**src/verilog/txmc_pkg.sv**
```systemverilog
// Purpose: constants for the transmit modem-control setup block
// Assumes: 32-bit AXI4-Lite register bus, 125 MHz clock
// Notes:   offsets and field positions used by the block and its timer
`default_nettype none
package txmc_pkg;
    // ****************************************************************
    // register map (byte addresses)
    // ****************************************************************
    localparam logic [7:0] TXMC_CMD_OFF    = 8'h00; // command code, write starts
    localparam logic [7:0] TXMC_P1_OFF     = 8'h04; // first_parameter_longword
    localparam logic [7:0] TXMC_P2_OFF     = 8'h08; // second_parameter_longword
    localparam logic [7:0] TXMC_STAT_OFF   = 8'h0c; // sticky events, read clears
    localparam logic [7:0] TXMC_MASK_OFF   = 8'h10; // interrupt mask
    localparam logic [7:0] TXMC_LINES_OFF  = 8'h14; // out lines, in lines, state
    localparam logic [7:0] TXMC_CMD_XMIT   = 8'h20; // transmit command code
    // ****************************************************************
    // first parameter fields
    // ****************************************************************
    localparam int TXMC_NEW_LSB   = 0;
    localparam int TXMC_NEW_W     = 5;
    localparam int TXMC_CHG_BIT   = 7;
    localparam int TXMC_CHK_BIT   = 8;
    localparam int TXMC_REQ_LSB   = 9;
    localparam int TXMC_REQ_W     = 7;
    localparam int TXMC_MEN_BIT   = 16;
    localparam int TXMC_MSK_LSB   = 17;
    localparam int TXMC_TMO_W     = 16;
    // ****************************************************************
    // status bits
    // ****************************************************************
    localparam int TXMC_ST_GO     = 0; // transmission released
    localparam int TXMC_ST_TMO    = 1; // wait timed out
    localparam int TXMC_ST_BADCMD = 2; // unknown command code
    localparam int TXMC_ST_W      = 3;
    // ****************************************************************
    // timing
    // ****************************************************************
    localparam int TXMC_CLK_MHZ   = 125;
    localparam int TXMC_TICK_MS   = 10;
    localparam int TXMC_TICK_CYC  = TXMC_TICK_MS * 1000 * TXMC_CLK_MHZ;
    localparam logic [1:0] TXMC_RESP_OKAY   = 2'h0;
    localparam logic [1:0] TXMC_RESP_SLVERR = 2'h2;
endpackage
`default_nettype wire

```
**src/verilog/txmc_tick.sv**
```systemverilog
// Purpose: free-running 10 ms tick generator
// Assumes: period given in clock cycles
// Notes:   restarts whenever clr is high
`default_nettype none
module txmc_tick
    import txmc_pkg::*;
#(
    parameter int PERIOD = TXMC_TICK_CYC
) (
    input  wire logic clock,
    input  wire logic rst_n,
    input  wire logic clr,
    output logic      tick
);
    logic [31:0] cnt_reg;
    wire         at_end = (cnt_reg == 32'(PERIOD - 1));

    // ****************************************************************
    // count cycles, pulse at end of each period
    // ****************************************************************
    always_ff @(posedge clock or negedge rst_n) begin
        if (!rst_n) begin
            cnt_reg <= 32'h0;
            tick    <= 1'b0;
        end else begin
            cnt_reg <= (clr || at_end) ? 32'h0 : cnt_reg + 32'h1;
            tick    <= !clr && at_end;
        end
    end
endmodule // txmc_tick
`default_nettype wire

```
**src/verilog/txmc_top.sv**
```systemverilog
// Purpose: decode the transmit modem-control longwords, set lines, wait on lines
// Assumes: registers over AXI4-Lite; incoming lines synchronous to clock
// Notes:   tx_go pulses when transmission may begin
`default_nettype none
// Behaviour
// - bits 4:0 give new outgoing line state
// - bit order: 140,108/2,111,141,105
// - apply new state only when bit 7 set
// - check incoming state only when bit 8
// - hold transmit until lines match bits 15:9
// - bits 23:17 mask required bits 9 to 15
// - mask used only when bit 16 set; with it clear no line is compared
// - command 0x20 is transmit with parameters
// - timeout after P2 low times 10 ms, zero never
module txmc_top
    import txmc_pkg::*;
#(
    parameter int TICK_CYC = TXMC_TICK_CYC
) (
    input  wire logic        clock,
    input  wire logic        rst_n,
    input  wire logic [7:0]  s_axi_awaddr,
    input  wire logic        s_axi_awvalid,
    output logic             s_axi_awready,
    input  wire logic [31:0] s_axi_wdata,
    input  wire logic [3:0]  s_axi_wstrb,
    input  wire logic        s_axi_wvalid,
    output logic             s_axi_wready,
    output logic [1:0]       s_axi_bresp,
    output logic             s_axi_bvalid,
    input  wire logic        s_axi_bready,
    input  wire logic [7:0]  s_axi_araddr,
    input  wire logic        s_axi_arvalid,
    output logic             s_axi_arready,
    output logic [31:0]      s_axi_rdata,
    output logic [1:0]       s_axi_rresp,
    output logic             s_axi_rvalid,
    input  wire logic        s_axi_rready,
    output logic             remote_loop,
    output logic             term_ready,
    output logic             rate_select,
    output logic             local_loop,
    output logic             req_to_send,
    input  wire logic [6:0]  modem_in,
    output logic             tx_go,
    output logic             tx_busy,
    output logic             irq
);
    typedef enum logic [1:0] {
        TXMC_IDLE = 2'b00,
        TXMC_SET  = 2'b01,
        TXMC_WAIT = 2'b10
    } txmc_state_e;

    txmc_state_e     state_reg;
    logic [31:0]     p1_reg;
    logic [31:0]     p2_reg;
    logic [4:0]      out_reg;
    logic [15:0]     tmo_reg;
    logic [TXMC_ST_W-1:0] stat_reg;
    logic [TXMC_ST_W-1:0] mask_reg;
    logic            aw_held_reg, w_held_reg;
    logic [7:0]      awaddr_reg;
    logic [31:0]     wdata_reg;
    logic [3:0]      wstrb_reg;
    logic            tick;

    // merge a write into a register under byte strobes
    function automatic logic [31:0] merge(input logic [31:0] old, input logic [31:0] d,
                                          input logic [3:0] be);
        for (int i = 0; i < 4; i++) begin
            if (be[i]) old[i*8 +: 8] = d[i*8 +: 8];
        end
        return old;
    endfunction

    // ****************************************************************
    // write channel: address and data taken in either order
    // ****************************************************************
    assign s_axi_awready = !aw_held_reg && !s_axi_bvalid;
    assign s_axi_wready  = !w_held_reg && !s_axi_bvalid;
    wire aw_fire = s_axi_awvalid && s_axi_awready;
    wire w_fire  = s_axi_wvalid && s_axi_wready;
    wire aw_have = aw_held_reg || aw_fire;
    wire w_have  = w_held_reg || w_fire;
    wire wr_do   = aw_have && w_have;
    wire [7:0]  wa = aw_held_reg ? awaddr_reg : s_axi_awaddr;
    wire [31:0] wd = w_held_reg ? wdata_reg : s_axi_wdata;
    wire [3:0]  wb = w_held_reg ? wstrb_reg : s_axi_wstrb;
    wire wr_cmd  = wr_do && (wa == TXMC_CMD_OFF);
    wire wr_p1   = wr_do && (wa == TXMC_P1_OFF);
    wire wr_p2   = wr_do && (wa == TXMC_P2_OFF);
    wire wr_mask = wr_do && (wa == TXMC_MASK_OFF);
    wire wr_ok   = wr_cmd || wr_p1 || wr_p2 || wr_mask ||
                   (wa == TXMC_STAT_OFF) || (wa == TXMC_LINES_OFF);
    // a command is taken only when idle and byte 0 is written
    wire cmd_take = wr_cmd && wb[0] && (state_reg == TXMC_IDLE);
    wire cmd_xmit = cmd_take && (wd[7:0] == TXMC_CMD_XMIT);
    wire cmd_bad  = cmd_take && (wd[7:0] != TXMC_CMD_XMIT);

    always_ff @(posedge clock or negedge rst_n) begin
        if (!rst_n) begin
            aw_held_reg <= 1'b0;
            w_held_reg  <= 1'b0;
            awaddr_reg  <= 8'h0;
            wdata_reg   <= 32'h0;
            wstrb_reg   <= 4'h0;
            s_axi_bvalid <= 1'b0;
            s_axi_bresp  <= TXMC_RESP_OKAY;
        end else begin
            if (aw_fire) awaddr_reg <= s_axi_awaddr;
            if (w_fire) wdata_reg <= s_axi_wdata;
            if (w_fire) wstrb_reg <= s_axi_wstrb;
            aw_held_reg <= aw_have && !wr_do;
            w_held_reg  <= w_have && !wr_do;
            if (wr_do) begin
                s_axi_bvalid <= 1'b1;
                s_axi_bresp  <= wr_ok ? TXMC_RESP_OKAY : TXMC_RESP_SLVERR;
            end else if (s_axi_bready) begin
                s_axi_bvalid <= 1'b0;
            end
        end
    end

    // ****************************************************************
    // read channel
    // ****************************************************************
    assign s_axi_arready = !s_axi_rvalid;
    wire rd_fire = s_axi_arvalid && s_axi_arready;
    wire rd_stat = rd_fire && (s_axi_araddr == TXMC_STAT_OFF);
    wire [31:0] lines_word = {16'h0, 2'b0, state_reg, modem_in, out_reg};
    wire [31:0] rd_word =
        (s_axi_araddr == TXMC_CMD_OFF)   ? 32'h0 :
        (s_axi_araddr == TXMC_P1_OFF)    ? p1_reg :
        (s_axi_araddr == TXMC_P2_OFF)    ? p2_reg :
        (s_axi_araddr == TXMC_STAT_OFF)  ? {29'h0, stat_reg} :
        (s_axi_araddr == TXMC_MASK_OFF)  ? {29'h0, mask_reg} :
        (s_axi_araddr == TXMC_LINES_OFF) ? lines_word : 32'h0;
    wire rd_ok = (s_axi_araddr <= TXMC_LINES_OFF) && (s_axi_araddr[1:0] == 2'b00);

    always_ff @(posedge clock or negedge rst_n) begin
        if (!rst_n) begin
            s_axi_rvalid <= 1'b0;
            s_axi_rdata  <= 32'h0;
            s_axi_rresp  <= TXMC_RESP_OKAY;
        end else if (rd_fire) begin
            s_axi_rvalid <= 1'b1;
            s_axi_rdata  <= rd_word;
            s_axi_rresp  <= rd_ok ? TXMC_RESP_OKAY : TXMC_RESP_SLVERR;
        end else if (s_axi_rready) begin
            s_axi_rvalid <= 1'b0;
        end
    end

    // ****************************************************************
    // line check: masked compare of required state, all seven incoming lines
    // ****************************************************************
    wire       chk_en  = p1_reg[TXMC_CHK_BIT];
    wire [6:0] req_st  = p1_reg[TXMC_REQ_LSB +: TXMC_REQ_W];
    wire [6:0] sig     = p1_reg[TXMC_MEN_BIT] ?
                         p1_reg[TXMC_MSK_LSB +: TXMC_REQ_W] : 7'h0;
    wire       lines_ok = ((modem_in ^ req_st) & sig) == 7'h0;
    wire [15:0] tmo_lim = p2_reg[TXMC_TMO_W-1:0];
    wire       tmo_hit  = (tmo_lim != 16'h0) && tick && (tmo_reg + 16'h1 >= tmo_lim);
    wire       go_now   = (state_reg == TXMC_WAIT) && (!chk_en || lines_ok);
    wire       tmo_now  = (state_reg == TXMC_WAIT) && !go_now && tmo_hit;

    txmc_tick #(.PERIOD(TICK_CYC)) u_tick (
        .clock (clock),
        .rst_n (rst_n),
        .clr   (state_reg != TXMC_WAIT),
        .tick  (tick)
    );

    // ****************************************************************
    // parameter registers and sequencer
    // ****************************************************************
    always_ff @(posedge clock or negedge rst_n) begin
        if (!rst_n) begin
            p1_reg    <= 32'h0;
            p2_reg    <= 32'h0;
            out_reg   <= 5'h0;
            tmo_reg   <= 16'h0;
            state_reg <= TXMC_IDLE;
            tx_go     <= 1'b0;
        end else begin
            if (wr_p1 && state_reg == TXMC_IDLE) p1_reg <= merge(p1_reg, wd, wb);
            if (wr_p2 && state_reg == TXMC_IDLE) p2_reg <= merge(p2_reg, wd, wb);
            tx_go <= go_now;
            case (state_reg)
                TXMC_IDLE: begin
                    tmo_reg <= 16'h0;
                    if (cmd_xmit) state_reg <= TXMC_SET;
                end
                TXMC_SET: begin
                    // new line state first; bits 5 and 6 never reach the lines
                    if (p1_reg[TXMC_CHG_BIT])
                        out_reg <= p1_reg[TXMC_NEW_LSB +: TXMC_NEW_W];
                    state_reg <= TXMC_WAIT;
                end
                TXMC_WAIT: begin
                    if (tick) tmo_reg <= tmo_reg + 16'h1;
                    if (go_now || tmo_now) state_reg <= TXMC_IDLE;
                end
                default: state_reg <= TXMC_IDLE;
            endcase
        end
    end

    // outgoing circuits in fixed bit order
    assign remote_loop = out_reg[0];
    assign term_ready  = out_reg[1];
    assign rate_select = out_reg[2];
    assign local_loop  = out_reg[3];
    assign req_to_send = out_reg[4];
    assign tx_busy     = (state_reg != TXMC_IDLE);

    // ****************************************************************
    // sticky events, read of status clears, set wins over clear
    // ****************************************************************
    wire [TXMC_ST_W-1:0] ev = {cmd_bad, tmo_now, go_now};
    always_ff @(posedge clock or negedge rst_n) begin
        if (!rst_n) begin
            stat_reg <= '0;
            mask_reg <= '0;
        end else begin
            stat_reg <= (rd_stat ? '0 : stat_reg) | ev;
            if (wr_mask && wb[0]) mask_reg <= wd[TXMC_ST_W-1:0];
        end
    end
    assign irq = |(stat_reg & mask_reg);

    // ****************************************************************
    // checks
    // ****************************************************************
    a_chg_applies: assert property (@(posedge clock) disable iff (!rst_n)
        (state_reg == TXMC_SET && p1_reg[TXMC_CHG_BIT]) |=> out_reg == $past(p1_reg[4:0]))
        else $error("new line state not applied");
    a_chg_ignored: assert property (@(posedge clock) disable iff (!rst_n)
        (state_reg == TXMC_SET && !p1_reg[TXMC_CHG_BIT]) |=> $stable(out_reg))
        else $error("lines changed with change bit clear");
    a_lines_hold: assert property (@(posedge clock) disable iff (!rst_n)
        state_reg != TXMC_SET |=> $stable(out_reg))
        else $error("lines moved outside set step");
    a_no_check_go: assert property (@(posedge clock) disable iff (!rst_n)
        (state_reg == TXMC_WAIT && !chk_en) |=> tx_go && state_reg == TXMC_IDLE)
        else $error("unchecked wait did not release");
    a_match_go: assert property (@(posedge clock) disable iff (!rst_n)
        tx_go |-> $past(!chk_en || ((modem_in ^ req_st) & sig) == 7'h0))
        else $error("released with lines not matching");
    a_mask_off: assert property (@(posedge clock) disable iff (!rst_n)
        (state_reg == TXMC_WAIT && !p1_reg[TXMC_MEN_BIT]) |=> tx_go)
        else $error("mask disabled yet not released");
    a_mask_map: assert property (@(posedge clock) disable iff (!rst_n)
        (state_reg == TXMC_WAIT && chk_en && p1_reg[TXMC_MEN_BIT] &&
         ((modem_in ^ req_st) & p1_reg[23:17]) != 7'h0) |=> !tx_go)
        else $error("released on masked mismatch");
    a_cmd_start: assert property (@(posedge clock) disable iff (!rst_n)
        cmd_xmit |=> state_reg == TXMC_SET ##1 state_reg != TXMC_SET)
        else $error("transmit command not started");
    a_tmo_end: assert property (@(posedge clock) disable iff (!rst_n)
        tmo_now |=> state_reg == TXMC_IDLE && stat_reg[TXMC_ST_TMO])
        else $error("timeout not reported");
    // parameters frozen while a command runs
    a_p1_frozen: assert property (@(posedge clock) disable iff (!rst_n)
        state_reg != TXMC_IDLE |=> $stable(p1_reg))
        else $error("first parameter changed while busy");
    a_p2_frozen: assert property (@(posedge clock) disable iff (!rst_n)
        state_reg != TXMC_IDLE |=> $stable(p2_reg))
        else $error("second parameter changed while busy");
    a_bad_cmd: assert property (@(posedge clock) disable iff (!rst_n)
        cmd_bad |=> stat_reg[TXMC_ST_BADCMD] && state_reg == TXMC_IDLE)
        else $error("unknown command not flagged");
    // release is a single pulse and is always recorded
    a_go_pulse: assert property (@(posedge clock) disable iff (!rst_n)
        tx_go |=> !tx_go)
        else $error("release longer than one cycle");
    a_go_status: assert property (@(posedge clock) disable iff (!rst_n)
        tx_go |-> stat_reg[TXMC_ST_GO])
        else $error("release not recorded");
    a_set_to_wait: assert property (@(posedge clock) disable iff (!rst_n)
        state_reg == TXMC_SET |=> state_reg == TXMC_WAIT)
        else $error("set step not followed by wait");
    // timeout only with a nonzero limit and a fresh tick count
    a_zero_no_tmo: assert property (@(posedge clock) disable iff (!rst_n)
        (state_reg == TXMC_WAIT && p2_reg[15:0] == 16'h0) |-> !tmo_now)
        else $error("timeout with zero limit");
    a_tick_restart: assert property (@(posedge clock) disable iff (!rst_n)
        state_reg != TXMC_WAIT |=> !tick)
        else $error("tick outside wait");
    a_bvalid_hold: assert property (@(posedge clock) disable iff (!rst_n)
        (s_axi_bvalid && !s_axi_bready) |=> s_axi_bvalid)
        else $error("write response dropped early");
    a_rvalid_hold: assert property (@(posedge clock) disable iff (!rst_n)
        (s_axi_rvalid && !s_axi_rready) |=> s_axi_rvalid)
        else $error("read response dropped early");
endmodule // txmc_top
`default_nettype wire

```
**config.mk**
```make
export PLATFORM = sky130hd
export DESIGN_NAME = txmc_top
export DESIGN_NICKNAME = d
export VERILOG_FILES = /design/src/verilog/txmc_pkg.sv /design/src/verilog/txmc_tick.sv /design/src/verilog/txmc_top.sv
export SDC_FILE = /design/constraint.sdc
export NUM_CORES = 1
export LEC_CHECK = 0
export BUFFER_PORTS_ARGS = -buffer_cell sky130_fd_sc_hd__buf_2
export CAP_MARGIN = 20
export CORE_AREA = 2 2 139 141
export DETAILED_ROUTE_END_ITERATION = 16
export DIE_AREA = 0 0 141 143
export PLACE_DENSITY = 0.75
export SLEW_MARGIN = 40
export SYNTH_ARGS = -nofsm -noshare
export SYNTH_HDL_FRONTEND = slang
export SYNTH_SLANG_ARGS = --single-unit
```
**constraint.sdc**
```tcl
create_clock -name clock -period 6.3 [get_ports clock]
set_input_delay 0.63 -clock clock [delete_from_list [all_inputs] [get_ports clock]]
set_output_delay 0.63 -clock clock [all_outputs]
set_load 0.05 [all_outputs]
```
==> results.ini <==
[run_status]
status=finished, final reports clean

[sta]
finalSetupViolCount=0
drv_slew=0
holdWs_ns=0.127
fin_crit_ns=3.13
fin_skew_ns=0.0105
grt_setup_unrepaired=no
fin_crit_sh=0.497
finalHoldViolCount=0
max_slew.worst_pin.slew_ns=0.854
max_freq_ghz=0.319
relSlewSlack=0.431
setup_tns_ns=0

[global_route]
grt_antenna_before_repair=3
track_usage=0.234
grt_pass1_wl_mm=37.8
grt_max_degree=97
first_global_vias=7286
grt_overflow=0

[yosys]
synth-main-ff-cell=dfrtp_1
synth_seq_area_share=0.514
postSynthAreaPerCell_um2=11.3
syn_area_mm2=0.0102
ys_seq_elements=209
synth_edf_count=0
synthArstFlopShare=1.00
yosysWarnings=0
syn_inst=897
ys_types=55

[run]
cap_viol_max_count=0

[detailed_routing]
wirelength_mm=23.1
drc=0
dr.pass1.iters=5
ant_nets=0
vias=7359
vias_per_cell=5.87
first_iter_violations=309
wl_per_cell_um=18.4

[placed_design]
portBuffers=112
gp_congestion=0.825
dp_hpwl_mm=16.2

[floorplan]
dieWidth_um=141
core_mm2=0.0186
die_h_um=143
die_area_mm2=0.0202
io_pins=115
start_util=0.547
rows=50

[setup_path]
critPathRequiredTime_ns=6.70
ff2ff_path_depth=11
path_cells=ha_1, nand3_1, nor4_1, nand2_1, xnor2_1, ha_1, a21oi_1, nand2_1, a2111oi_0, o21a_1, o31ai_1
critPathMaxStageDelay_ns=0.57
start_kind=register
criticalPathCategory=reg2reg
worstPathArrival_ns=3.54
r2r_slack_ns=3.17
regToRegStartpoint=tmo_reg[0]$_DFFE_PN0P_
cp_slowest_cell=nor4_1
cp_max_fo=6
cp-end-kind=register
r2r_end=stat_reg[1]$_DFF_PN0_

[layout]
final_cell_mix=208 x dfrtp_1, 148 x mux2_2, 111 x buf_2, 64 x nor2_1
final_util=0.632
final_common_cell=dfrtp_1
syn2layout_area_growth_pct=15.4
drive_above_1_share=0.322
nets=1086

[pwr]
leakage_uw=0.00533
ir_drop_mv=0.195
p_per_area_mw_per_mm2=323

[clock_network]
cts_resized=0
cts.sinks=209
post_cts_buffers=0
htreeDepth=1
cts.hold.buffers_added=0
clk_pin_slew_worst_paths_ns=0.06
cts_root_buffer=clkbuf_16
cts_tree=built
cts_buffers=23
clk_latency_ns=0.53
clk_path_buf_depth=3

[min_path]
min_path_type=in2async

-- routing by layer --
metal | vias to the layer above | wire length [um] | track usage
met2 | 201 | 11300 | 0.401
met5 | - | 0 | 0
li1 | 3462 | - | -
met1 | 3661 | 10100 | 0.311
met3 | 35 | 1230 | 0.0376
met4 | 0 | 442 | 0.0632
-- Yosys cell counts (3+ instances only) --
master,n,area share
dfrtp_1,209,0.51
mux2_2,148,0.16
nor2_1,66,0.024
nand2_1,59,0.022
o21ai_0,58,0.029
a22oi_1,45,0.033
inv_1,32,0.012
xor2_1,32,0.028
clkbuf_1,31,0.011
nand3_1,22,0.011
ha_1,18,0.022
nand4_1,17,0.010
xnor2_1,17,0.015
a21oi_1,14,0.0069
nor4_1,12,0.0074
nor2b_1,10,0.0062
and3_1,9,0.0055
a31oi_1,6,0.0037
nor3_1,6,0.0030
o31ai_1,6,0.0044
a211oi_1,5,0.0037
mux2i_1,5,0.0049
nand2b_1,5,0.0031
and2_1,4,0.0025
nor4b_1,4,0.0034
o22ai_1,4,0.0025
or4_1,4,0.0030
a2111oi_0,3,0.0026
a22o_1,3,0.0026
buf_4,3,0.0022
nor4_4,3,0.0063
or2_2,3,0.0018
or3_1,3,0.0018
-- critical path, delay by kind of cell, from the launching register on --
family | cells | cell delay, ns
AO/OA/AOI/OAI | 4 | 0.91
XOR/XNOR | 1 | 0.17
adder cells (fa/ha/maj) | 2 | 0.55
flip-flops | 1 | 0.42
AND/OR/NAND/NOR | 4 | 0.96
-- metrics by stage --
stage	cells	setup WS [ns]	power, uW	instance area [um^2]
finish	1254	3.17	3790	11700
global placement	1209	3.19	2410	10900
floorplan	898	3.50	2230	10200
CTS	1249	3.17	3820	11700
detailed placement	1209	3.21	2450	10900
global route	1251	2.74	3960	11700
-- logic make-up after synthesis --
group | share of synthesized area
simple gates | 0.121
compound gates | 0.102
fa+ha+maj | 0.0222
xor+xnor | 0.0422
buf+inv | 0.0283
mux | 0.170
other cells | 0.000369
flops | 0.514
-- power by group --
group | internal [uW] | total [uW] | switching [uW]
Combinational | 354 | 707 | 353
Sequential | 1550 | 1720 | 175
Clock | 819 | 1370 | 548
Total | 2720 | 3790 | 1080
-- cell type report --
| cell class | count | area (um^2) |
|---|---|---|
| fill | 1468 | 6850 |
| sequential | 209 | 5230 |
| multi-input combinational | 618 | 4680 |
| timing repair buffer | 118 | 626 |
| clock buffer | 26 | 607 |
| tap | 234 | 293 |
| clock inverter | 14 | 165 |
| inverter | 32 | 120 |
| antenna | 3 | 7.51 |
-- worst max path at each step --
stage,start,endpoint,cells past startpoint
2_1_floorplan,tmo_reg[7]$_DFFE_PN0P_,stat_reg[1]$_DFF_PN0_,10
3_5_place_dp,tmo_reg[0]$_DFFE_PN0P_,stat_reg[1]$_DFF_PN0_,11
6_report,tmo_reg[0]$_DFFE_PN0P_,stat_reg[1]$_DFF_PN0_,11
4_1_cts,tmo_reg[0]$_DFFE_PN0P_,stat_reg[1]$_DFF_PN0_,11
5_1_grt,tmo_reg[0]$_DFFE_PN0P_,state_reg[1]$_DFFE_PN0P_,11
3_3_place_gp,tmo_reg[7]$_DFFE_PN0P_,state_reg[1]$_DFFE_PN0P_,10
Note: power is estimated with default switching activity, not from simulation.
